--- src/ppm_map.svh ---
// Constants for the pin pad and mode select block
// Summary of operation
// - Any internal reset source drives the reset pin low.
// - External low on reset pin resets the device; pin idles high by pullup.
// - In power-on or debug-forced reset the shared pin is mode select only.
// - When internal reset deasserts the shared pin becomes the debug pin.
// - In debug or mode-select duty the pin has pullup; output driver only in debug duty.
// - Debug link enabled whenever the background pin enable bit is set.
// - Every reset sets the enable bit; software clears it for port use.
// - Pin high at reset release starts normal operating mode.
// - Pin held low through reset starts active background mode.
// - Each debug link bit lasts sixteen debug clock cycles.
// - Debug clock may run at any rate up to the bus clock.
// - Debug pin is pseudo open drain with brief driven-high speedup pulses.
// - As port pin the shared pin is output only, no input or pullup.
// - Ports A, B, C bidirectional except output-only bit; per-bit pullups.
// - Output pins lose pullup except open-drain pins in two-wire duty.
// - Port A bits 2 and 3 only drive low as outputs.
// - Two-wire pullups stay on as outputs but cut off while driving low.
// - Crystal oscillator has an option to run in deep stop mode.
// - After reset all port pins are high impedance with pullups off.
`ifndef PPM_MAP_SVH
`define PPM_MAP_SVH
`define PPM_PORT_W 8
`define PPM_PORTS 3
`define PPM_PORT_A 0
`define PPM_OUT_ONLY_BIT 4
`define PPM_OD_DATA_BIT 2
`define PPM_OD_CLOCK_BIT 3
`define PPM_BIT_CYCLES 5'h10
`define PPM_ZERO8 8'h00
`endif

--- src/ppm_pkg.sv ---
// Types for the pin pad and mode select block
package ppm_pkg;
    typedef logic [7:0] ppm_byte_type;
    typedef struct packed {
        ppm_byte_type out_a;
        ppm_byte_type out_b;
        ppm_byte_type out_c;
    } ppm_ports_type;
    typedef enum logic [1:0] {PPM_MODE_SEL, PPM_DEBUG, PPM_PORT} ppm_duty_type;
    typedef struct packed {
        logic rst_sync1;
        logic rst_sync2;
        logic mode_latched;
        logic bkgd_active;
        ppm_duty_type duty;
        ppm_ports_type port_out;
        ppm_ports_type port_oen;
        ppm_ports_type port_pu;
    } ppm_state_type;
endpackage

--- src/ppm_pad_ctrl.sv ---
// Pad control for reset pin, shared debug pin and general-purpose ports
`timescale 1ns/1ps
`include "ppm_map.svh"
module ppm_pad_ctrl (
    input wire logic sys_clk_i,
    input wire logic resetn_i,
    input wire logic internal_reset_i,
    input wire logic reset_pin_i,
    input wire logic por_or_force_i,
    output logic reset_pin_o,
    output logic reset_pin_oe_n_o,
    output logic reset_pin_pullup_o,
    output logic device_reset_n_o,
    input wire logic background_mode_select_pin_i,
    output logic background_mode_select_pin_o,
    output logic background_mode_select_pin_oe_n_o,
    output logic bkgd_pullup_o,
    input wire logic background_pin_enable_bit_i,
    input wire logic bdc_drive_low_i,
    input wire logic bdc_speedup_i,
    output logic bdc_rx_o,
    output logic active_background_mode_o,
    output logic [4:0] bdc_bit_cycles_o,
    input wire logic comparator_output_sel_i,
    input wire logic comparator_output_i,
    input wire logic output_only_port_bit_i,
    input wire ppm_pkg::ppm_ports_type port_data_i,
    input wire ppm_pkg::ppm_ports_type port_dir_out_i,
    input wire ppm_pkg::ppm_ports_type port_pullup_en_i,
    input wire ppm_pkg::ppm_ports_type port_pin_i,
    input wire logic two_wire_serial_unit_en_i,
    output ppm_pkg::ppm_ports_type port_pin_o,
    output ppm_pkg::ppm_ports_type port_oe_n_o,
    output ppm_pkg::ppm_ports_type port_pullup_o,
    output ppm_pkg::ppm_ports_type port_in_o,
    input wire logic osc_stop_enable_i,
    input wire logic deep_stop_mode_i,
    output logic crystal_oscillator_run_o
);
    import ppm_pkg::*;
    ppm_state_type state_reg, state_next;
    logic rst_n;
    ppm_byte_type da [`PPM_PORTS];
    ppm_byte_type dd [`PPM_PORTS];
    ppm_byte_type dp [`PPM_PORTS];
    ppm_byte_type qo [`PPM_PORTS];
    ppm_byte_type qe [`PPM_PORTS];
    ppm_byte_type qp [`PPM_PORTS];

    // External low or any internal source resets the whole device
    always_ff @(posedge sys_clk_i or negedge resetn_i) begin
        if (!resetn_i) begin
            // Mode pin assumed pulled high until it is sampled
            state_reg <= '{
                rst_sync1: 1'b0,
                rst_sync2: 1'b0,
                mode_latched: 1'b1,
                bkgd_active: 1'b0,
                duty: PPM_MODE_SEL,
                port_out: '0,
                port_oen: '1,
                port_pu: '0
            };
        end else begin
            state_reg <= state_next;
        end
    end
    assign rst_n = state_reg.rst_sync2 & reset_pin_i;

    assign da = '{port_data_i.out_a, port_data_i.out_b, port_data_i.out_c};
    assign dd = '{port_dir_out_i.out_a, port_dir_out_i.out_b,
                  port_dir_out_i.out_c};
    assign dp = '{port_pullup_en_i.out_a, port_pullup_en_i.out_b,
                  port_pullup_en_i.out_c};

    function automatic logic is_od(input int p, input int b);
        is_od = (p == `PPM_PORT_A)
            && (b == `PPM_OD_DATA_BIT || b == `PPM_OD_CLOCK_BIT);
    endfunction

    genvar gp, gb;
    generate
        for (gp = 0; gp < `PPM_PORTS; gp++) begin : g_port
            for (gb = 0; gb < `PPM_PORT_W; gb++) begin : g_bit
                // Local bits keep each array bit to a single driver
                logic skip, drive_low, bo, be, bp;
                assign skip = (gp == `PPM_PORT_A)
                    && (gb == `PPM_OUT_ONLY_BIT);
                assign drive_low = dd[gp][gb] & ~da[gp][gb];
                always_comb begin
                    if (skip) begin
                        bo = 1'b0;
                        be = 1'b1;
                        bp = 1'b0;
                    end else if (is_od(gp, gb)) begin
                        // Never drive high; pad pulls low only
                        bo = 1'b0;
                        be = ~drive_low;
                        // Save power: pullup off while driving low
                        bp = two_wire_serial_unit_en_i
                            ? (dp[gp][gb] & ~drive_low)
                            : (dp[gp][gb] & ~dd[gp][gb]);
                    end else begin
                        bo = da[gp][gb];
                        be = ~dd[gp][gb];
                        bp = dp[gp][gb] & ~dd[gp][gb];
                    end
                end
                assign qo[gp][gb] = bo;
                assign qe[gp][gb] = be;
                assign qp[gp][gb] = bp;
            end
        end
    endgenerate

    always_comb begin
        state_next = state_reg;
        state_next.rst_sync1 = 1'b1;
        state_next.rst_sync2 = state_reg.rst_sync1;
        state_next.port_out = '{qo[0], qo[1], qo[2]};
        state_next.port_oen = '{qe[0], qe[1], qe[2]};
        state_next.port_pu = '{qp[0], qp[1], qp[2]};
        if (!rst_n || internal_reset_i) begin
            state_next.port_out = '0;
            state_next.port_oen = '1;
            state_next.port_pu = '0;
            // Pin released in every reset; mode resampled only on power-on or forced reset
            state_next.duty = PPM_MODE_SEL;
            if (por_or_force_i) begin
                state_next.mode_latched = background_mode_select_pin_i;
            end
        end else begin
            unique case (state_reg.duty)
                PPM_MODE_SEL: begin
                    state_next.duty = PPM_DEBUG;
                    // High selects normal mode, low active background
                    state_next.bkgd_active =
                        ~state_reg.mode_latched;
                end
                PPM_DEBUG, PPM_PORT: begin
                    state_next.duty = background_pin_enable_bit_i
                        ? PPM_DEBUG : PPM_PORT;
                end
            endcase
        end
    end

    // Reset pin is open drain; internal reset pulls it low
    assign reset_pin_o = 1'b0;
    assign reset_pin_oe_n_o = ~internal_reset_i;
    assign reset_pin_pullup_o = 1'b1;
    assign device_reset_n_o = rst_n & ~internal_reset_i;

    always_comb begin
        background_mode_select_pin_o = 1'b0;
        background_mode_select_pin_oe_n_o = 1'b1;
        bkgd_pullup_o = 1'b1;
        unique case (state_reg.duty)
            PPM_MODE_SEL: begin
                background_mode_select_pin_oe_n_o = 1'b1;
            end
            PPM_DEBUG: begin
                // Speedup pulse drives high briefly, else pseudo open drain
                background_mode_select_pin_o = bdc_speedup_i;
                background_mode_select_pin_oe_n_o =
                    ~(bdc_drive_low_i | bdc_speedup_i);
            end
            PPM_PORT: begin
                bkgd_pullup_o = 1'b0;
                background_mode_select_pin_o = comparator_output_sel_i
                    ? comparator_output_i : output_only_port_bit_i;
                background_mode_select_pin_oe_n_o = 1'b0;
            end
        endcase
    end

    // Receive path only in debug duty; link timing belongs to the controller
    assign bdc_rx_o = (state_reg.duty == PPM_DEBUG)
        & background_mode_select_pin_i;
    assign bdc_bit_cycles_o = `PPM_BIT_CYCLES;
    assign active_background_mode_o = state_reg.bkgd_active;

    assign port_pin_o = state_reg.port_out;
    assign port_oe_n_o = state_reg.port_oen;
    assign port_pullup_o = state_reg.port_pu;
    assign port_in_o = port_pin_i;

    assign crystal_oscillator_run_o =
        ~deep_stop_mode_i | osc_stop_enable_i;
endmodule

--- config.mk ---
export PLATFORM = sky130hd
export DESIGN_NAME = ppm_pad_ctrl
export DESIGN_NICKNAME = d
export VERILOG_FILES = /design/src/ppm_pkg.sv /design/src/ppm_pad_ctrl.sv
export VERILOG_INCLUDE_DIRS = /design/src
export SDC_FILE = /design/constraint.sdc
export NUM_CORES = 1
export LEC_CHECK = 0
export CAP_MARGIN = 10
export CELL_PAD_IN_SITES_DETAIL_PLACEMENT = 0
export CELL_PAD_IN_SITES_GLOBAL_PLACEMENT = 1
export CORE_ASPECT_RATIO = 2
export CORE_UTILIZATION = 40
export CTS_CLUSTER_SIZE = 28
export DETAILED_ROUTE_END_ITERATION = 8
export DONT_BUFFER_PORTS = 1
export PLACE_DENSITY_LB_ADDON = 0.1
export REMOVE_ABC_BUFFERS = 1
export SYNTH_ARGS = -nofsm -noshare
export SYNTH_HDL_FRONTEND = slang
export SYNTH_SLANG_ARGS = --single-unit
--- constraint.sdc ---
create_clock -name sys_clk_i -period 1.8 [get_ports sys_clk_i]
set_input_delay 0.09 -clock sys_clk_i [delete_from_list [all_inputs] [get_ports sys_clk_i]]
set_output_delay 0.09 -clock sys_clk_i [all_outputs]
set_load 0.03 [all_outputs]
==> results of run 1 <==
cell type report:
| cell class | count | area, µm² | area share |
|---|---|---|---|
| flip-flops and latches | 73 | 1860 | 0.494 |
| repair buffers | 83 | 851 | 0.227 |
| multi-input cells | 102 | 617 | 0.164 |
| clock buffers | 13 | 260 | 0.0693 |
| well taps | 96 | 120 | 0.0320 |
| inverters | 9 | 36.3 | 0.00966 |
| clock inverters | 3 | 15.0 | 0.00400 |
per-layer routing:
layer  share of wire  wire length [µm]
met5               0                 0
met4           0.023               153
met3            0.13               879
met2            0.50              3400
met1            0.34              2300
critical path, stage by stage:
cell and delay (ns):
dlygate4sd3_1 0.53, nand2_1 0.04, dlygate4sd3_1 0.55, o211ai_1 0.17, dlygate4sd3_1 0.58
power groups by stage:
stage               Combinational, mW  Sequential (mW)  Clock, mW
floorplan                       0.102             1.83          0
finish                          0.302             1.81       1.61
CTS                             0.304             1.81       1.66
detailed placement              0.126             1.83          0
global placement                0.122             1.84          0
global route                    0.334             1.81       1.72
worst paths after layout:
check	startpoint	to	slack [ns]	cells past startpoint
setup / recovery	background_mode_select_pin_i	state_reg[75]	0.10	5
max in group asynchronous	resetn_i	port_oe_n_o[23]	1.13	2
setup reg to reg	state_reg[76]	port_pullup_o[18]	0.14	4
hold reg to reg	state_next[76]	state_reg[76]	0.35	0
min in group asynchronous	resetn_i	port_pullup_o[10]	0.33	2
hold / removal	reset_pin_i	port_oe_n_o[16]	0.03	3
repair_timing:
action / 4_1_cts / 5_1_grt
endpoints found under the setup margin: 0 / 3
resized for setup: 0 / 2
hold buffers: 79 / 0
endpoints found under the hold margin: 144 / 0
cell families after synthesis:
| logic type | count (synthesis) | share of synthesized area |
|---|---|---|
| AOI/OAI and AO/OA | 7 | 0.0137 |
| adders and majority gates | 3 | 0.0114 |
| buffers and inverters | 119 | 0.261 |
| DFF | 73 | 0.564 |
| muxes | 2 | 0.00608 |
| other | 2 | 0.00228 |
| and+or+nand+nor | 77 | 0.141 |
stage by stage:
| stage | power [mW] | instances | hold WS, ns | area (µm²) | utilization |
|---|---|---|---|---|---|
| 4_1_cts | 3.77 | 379 | 0.0910 | 3750 | 0.473 |
| 3_3_place_gp | 1.96 | 284 | -0.204 | 2670 | 0.336 |
| 3_5_place_dp | 1.96 | 284 | -0.204 | 2670 | 0.336 |
| 6_report | 3.72 | 379 | 0.0320 | 3760 | 0.473 |
| 2_1_floorplan | 1.93 | 184 | -0.206 | 2510 | - |
| 5_1_grt | 3.87 | 379 | 0.0598 | 3760 | 0.473 |
cells in the mapped netlist (all sizes together), types with 2 or more instances:
| cell | count | area [µm²] |
|---|---|---|
| buf | 110 | 826 |
| ha | 3 | 37.5 |
| o21ai | 2 | 10.0 |
| mux2i | 2 | 20.0 |
| conb | 2 | 7.51 |
| and2 | 22 | 138 |
| dfrtp | 49 | 1230 |
| a211oi | 2 | 15.0 |
| nor3b | 21 | 158 |
| dfstp | 24 | 631 |
| nand4b | 2 | 17.5 |
| nand2b | 2 | 12.5 |
| nand3b | 3 | 35.0 |
| nand2 | 25 | 93.8 |
| inv | 9 | 33.8 |
==> out/results.ini, run 1 <==
[run_status]
status=complete, no violations

[sta]
fin_skew_ns=0.00325
final_max_slew_viol_count=0
hold_viol=0
setup_viol=0
period_needed_ns=1.70
rsz0062_at_grt=false
finalSetupTns_ns=0
setup_slack_ns=0.104
fin_crit_sh=0.942
fmax_mhz=590

[worst_setup_path]
critPathArrivalTime_ns=1.96
end_kind=flip-flop
worstPathRequired_ns=2.06
critPathLaunchType=input port
path_class=input port to flip-flop
worstPathMaxFanout=2

[power]
seqPwrFrac=0.487
swShare=0.230
clkPwrFrac=0.432
power_density_mw_per_mm2=989
irDropWorstVdd_uv=559
power_switching_uw=856
p_leak_nw=1.68
intPower_mw=2.86
combPwrFrac=0.081

[logic_synthesis]
synth_ff_type=dfrtp_1
syn_inst=283
synth.ff_latch_count=73
avgSynthCellArea_um2=11.6
yosysSeqAreaShare=0.564
netlist-cell-type-count=24
postSynth.asyncResetShare=1.00
synth_warnings=0
syn_area_mm2=0.00329
synth_edf_count=0

[global_routing]
antenna_found_initial=0
grt_pass1_wl_um=9380
grt_pass1_vias=1806
grt_use_total=0.160
grt_max_degree=74
overflow=0
grtUsageMet3=0.103
grtUsageMet2=0.235
use_met1=0.166
top_usage_layer=met2

[hold_path]
hold_path.class=input port to flip-flop

[clock_network]
cts_sinks=73
cts_tree=built
clkTransAtPathRegs_ns=0.05
htree_levels=3
worstSkewPairLatency_ns=0.32
cts_made_buffers=9
root_buffer=clkbuf_16
postCtsSetupBuffers=0
clockBufferDepth=2

[drt]
vias_per_cell=4.58
drtIter0Drc=39
routed_wl_um=6740
drt_first_pass_iters=4
ant_nets=0
post-route-drc-count=0
dr_total_vias=1737
routedWlPerCell_um=17.8

[layout]
drive_gt1_frac=0.159
final_common_cell=dlygate4sd3_1
num-fill-cells=735
area_growth_pct=14.1
layout_common_cells=dlygate4sd3_1, dfrtp_1, nand2_1
finalNetCount=392
diodes=0

[job]
drv_cap=0

[floorplan]
die_x_um=66.1
placementRows=46
ios=222
coreArea_mm2=0.00794
dieArea_mm2=0.00862
dieHeight_um=130
start_util=0.414

[place]
dpl.hpwl_um=4540
portBuffers=0
gp_congestion=0.631
pre_cts_slack_ns=0.536

(Power assumes the default switching activity.)
==> run 2: changes to the inputs <==
CTS_BUF_LIST = sky130_fd_sc_hd__clkbuf_16   (was not set)
==> out/results.ini, run 2 (synthesis gave the netlist of run 1 again) <==
[floorplan]
start_util=0.414
die_x_um=66.1
placementRows=46
dieHeight_um=130
dieArea_mm2=0.00862
coreArea_mm2=0.00794
ios=222

[worst_setup_path]
slowest_delay_ns=0.58
critPathArrivalTime_ns=1.96
slowest_stage=dlygate4sd3_1
worstPathMaxFanout=2
critPathLaunchType=input port
end_kind=flip-flop
crit_top_cell=dlygate4sd3_1
worstPathRequired_ns=2.06
path_class=input port to flip-flop
path_cells=dlygate4sd3_1, nand2_1, dlygate4sd3_1, o211ai_1, dlygate4sd3_1

[power]
swShare=0.236
clkPwrFrac=0.417
power.total_mw=3.62
combPwrFrac=0.083
irDropWorstVdd_uv=558
intPower_mw=2.76
power_switching_uw=854
power_density_mw_per_mm2=968
seqPwrFrac=0.500
p_leak_nw=1.68

[layout]
finalNetCount=392
final_common_cell=dlygate4sd3_1
register_area_mm2=0.00186
layout_common_cells=dlygate4sd3_1, dfrtp_1, nand2_1
diodes=0
area_growth_pct=13.5
num-fill-cells=737
drive_gt1_frac=0.152
multiInputGateArea_um2=617

[place]
dpl.hpwl_um=4540
pre_cts_slack_ns=0.536
portBuffers=0
gp_congestion=0.631

[sta]
setup_slack_ns=0.104
fin_skew_ns=0.00325
period_needed_ns=1.70
setup_viol=0
rsz0062_at_grt=false
fmax_mhz=590
hold_viol=0
finalSetupTns_ns=0
fin_crit_sh=0.942
final_max_slew_viol_count=0

[clock_network]
root_buffer=clkbuf_16
clkTransAtPathRegs_ns=0.05
cts_made_buffers=9
postCtsSetupBuffers=0
cts_sinks=73
htree_levels=3
cts_tree=built
worstSkewPairLatency_ns=0.32
clockBufferDepth=2

[drt]
vias_per_cell=4.59
drtIter0Drc=35
drt_first_pass_iters=4
routed_wl_um=6750
ant_nets=0
routedWlPerCell_um=17.8
dr_total_vias=1739
post-route-drc-count=0

[global_routing]
grt_pass1_wl_um=9380
grt_pass1_vias=1806
antenna_found_initial=0
grt_use_total=0.160
overflow=0
grt_max_degree=74

[job]
drv_cap=0

[run_status]
status=complete, no violations

[hold_path]
hold_path.class=input port to flip-flop

run 2: worst paths after layout:
check	startpoint	endpoint	slack [ns]	cells after the start
setup reg to reg	state_reg[76]	port_pullup_o[18]	0.14	4
min in group asynchronous	resetn_i	port_pullup_o[10]	0.33	2
max in group asynchronous	resetn_i	port_oe_n_o[23]	1.13	2
hold / removal	reset_pin_i	port_oe_n_o[16]	0.03	3
hold reg to reg	state_next[76]	state_reg[76]	0.35	0
setup / recovery	background_mode_select_pin_i	state_reg[75]	0.10	5
run 2: critical path, delay by kind of cell:
| kind | cells | cell delay, ns |
|---|---|---|
| buffers and inverters | 3 | 1.66 |
| AND/OR/NAND/NOR | 1 | 0.04 |
| AO/OA/AOI/OAI | 1 | 0.17 |
run 2: power groups by stage:
stage	combinational [mW]	sequential, mW	clock, mW
after floorplan	0.102	1.83	0
after global placement	0.122	1.84	0
after detailed placement	0.126	1.83	0
after CTS	0.304	1.81	1.56
after global routing	0.334	1.81	1.62
final	0.302	1.81	1.51
run 2: metal layers:
layer	GRT usage	wire (µm)	vias to the layer above	share of wire
li1	-	-	757	-
met1	0.166	2280	827	0.34
met2	0.235	3410	144	0.51
met3	0.103	901	11	0.13
met4	0.0939	153	0	0.023
met5	0.0375	0	-	0
run 2: layout make-up:
type                            instances  area share
Multi-Input combinational cell        102       0.165
Inverter                                9     0.00971
Sequential cell                        73       0.497
Tap cell                               96      0.0322
Timing Repair Buffer                   83       0.228
Clock inverter                          7     0.00804
Clock buffer                            9      0.0603
run 2: through the flow:
stage | utilization | hold slack, ns | area (µm²) | instances
2_1_floorplan | - | -0.206 | 2510 | 184
3_3_place_gp | 0.336 | -0.204 | 2670 | 284
3_5_place_dp | 0.336 | -0.204 | 2670 | 284
4_1_cts | 0.470 | 0.0910 | 3730 | 379
5_1_grt | 0.470 | 0.0598 | 3740 | 379
6_report | 0.470 | 0.0320 | 3740 | 379
run 2: timing repair:
| item | 4_1_cts | 5_1_grt |
|---|---|---|
| hold buffers | 79 | 0 |
| hold endpoints to repair | 144 | 0 |
| setup endpoints to repair | 0 | 3 |
| resized for setup | 0 | 2 |
==> run 3: changes to the inputs <==
clock period = 1.4 ns   (was 1.8 ns; I/O delays follow)
==> out/results.ini, run 3 (synthesis gave the netlist of run 1 again) <==
[run_status]
status=complete, but fails checks
violations=hold timing, setup timing

[worst_setup_path]
slowest_stage=dfrtp_1
end_kind=output pin
path_class=flip-flop to output pin
slowest_delay_ns=0.37
worstPathMaxFanout=3
path_cells=inv_2, ha_4, nand2_1, o21ai_1, buf_4
critPathBufInv=2
critPathArrivalTime_ns=1.34
cp_top_family=flip-flops
worstPathRequired_ns=1.33
critPathLaunchType=flip-flop

[global_routing]
grt_max_degree=74
grt_use_total=0.159
grt_pass1_vias=1861
antenna_found_initial=0
grt_pass1_wl_um=9450
overflow=0

[hold_path]
hold_path.class=input port to async pin

[drt]
drtIter0Drc=99
drt_first_pass_iters=3
routed_wl_um=6900
routedWlPerCell_um=18.1
vias_per_cell=4.64
ant_nets=0
dr_total_vias=1772
post-route-drc-count=0

[clock_network]
htree_levels=3
cts_sinks=73
cts_tree=built
root_buffer=clkbuf_16
holdBufCountCts=76
clockBufferDepth=2
cts_made_buffers=9
worstSkewPairLatency_ns=0.32
clkTransAtPathRegs_ns=0.05

[place]
placed_cells=287
gp_congestion=0.633
portBuffers=0
pre_cts_slack_ns=0.203
dpl.hpwl_um=4770
dpl_cell_area_mm2=0.00269

[layout]
finalNetCount=395
final_common_cell=dlygate4sd3_1
area_growth_pct=15.1
post-route-cell-area_mm2=0.00379
diodes=0
final_cells=382
utilization=0.477
drive_gt1_frac=0.192
layout_common_cells=dlygate4sd3_1, dfrtp_1, nand2_1

[floorplan]
placementRows=46
coreArea_mm2=0.00794
start_util=0.414
die_x_um=66.1
dieHeight_um=130
dieArea_mm2=0.00862
ios=222

[sta]
period_needed_ns=1.41
finalSetupTns_ns=-0.0105
setup_slack_ns=-0.0105
hold_ws_ns=-0.561
fin_skew_ns=0.00366
setup_viol=1
fin_crit_sh=1.01
fmax_mhz=709
hold_viol=73
final_max_slew_viol_count=0
rsz0062_at_grt=true

[job]
drv_cap=0

[power]
power_density_mw_per_mm2=1270
irDropWorstVdd_uv=609
p_leak_nw=1.70

## run 3: cell types whose count changed in the layout (fill, tap and decap cells not counted), moves of 2 or more
| cell | previous run | this run |
|---|---|---|
| ha_2 | 0 | 2 |
| buf_4 | 3 | 8 |
| dlygate4sd3_1 | 78 | 76 |
| inv_2 | 0 | 3 |
| ha_1 | 3 | 0 |
## run 3: metrics by stage
step | hold WS, ns | total power [mW]
global route | -0.581 | 5.00
finish | -0.561 | 4.80
floorplan | -0.226 | 2.48
CTS | -0.579 | 4.87
global placement | -0.224 | 2.52
detailed placement | -0.224 | 2.53
## run 3: cell type report
class / instances / area, µm²
clock buffer: 9 / 225
clock inverter: 7 / 55.1
inverter: 9 / 33.8
sequential: 73 / 1860
tap: 96 / 120
multi-input combinational: 102 / 643
fill: 716 / 4150
timing repair buffer: 86 / 856
## run 3: worst reg2reg max path: stages (launching register included)
cell and delay [ns]:
dfrtp_1 0.39, nand3b_4 0.10, buf_4 0.18, buf_4 0.20
nor3b_1 0.28
## run 3: final timing paths
kind	endpoint	depth (start not counted)	slack, ns	startpoint
max in group asynchronous	port_oe_n_o[8]	0	1.77	resetn_i
hold / removal	port_pin_o[7]	0	-0.56	resetn_i
hold reg to reg	state_reg[76]	0	0.35	state_next[76]
setup reg to reg	port_pullup_o[7]	4	0.14	state_reg[76]
setup / recovery	background_mode_select_pin_o	5	-0.01	state_reg[72]
min in group sys_clk_i	port_pullup_o[5]	3	0.09	reset_pin_i
## run 3: per-layer routing
layer | vias up | wire length [µm] | part of all wire | global-route usage
met3 | 13 | 856 | 0.12 | 0.103
met5 | - | 29 | 0.0042 | 0.0375
li1 | 764 | - | - | -
met2 | 141 | 3500 | 0.51 | 0.236
met1 | 852 | 2370 | 0.34 | 0.166
met4 | 2 | 140 | 0.020 | 0.0901
## run 3: power breakdown
part | leakage [nW] | switching (mW) | internal [mW]
Sequential | 0.921 | 0.137 | 2.19
Combinational | 0.630 | 0.156 | 0.204
Clock | 0.150 | 0.764 | 1.34
Total | 1.70 | 1.06 | 3.74
## run 3: repair_timing
action                                 in CTS  in global routing
resized for setup                           8                  3
pin swaps                                   2                  1
setup endpoints to repair                   3                  2
endpoints found under the hold margin     144                 73
buffers inserted                            3                  0
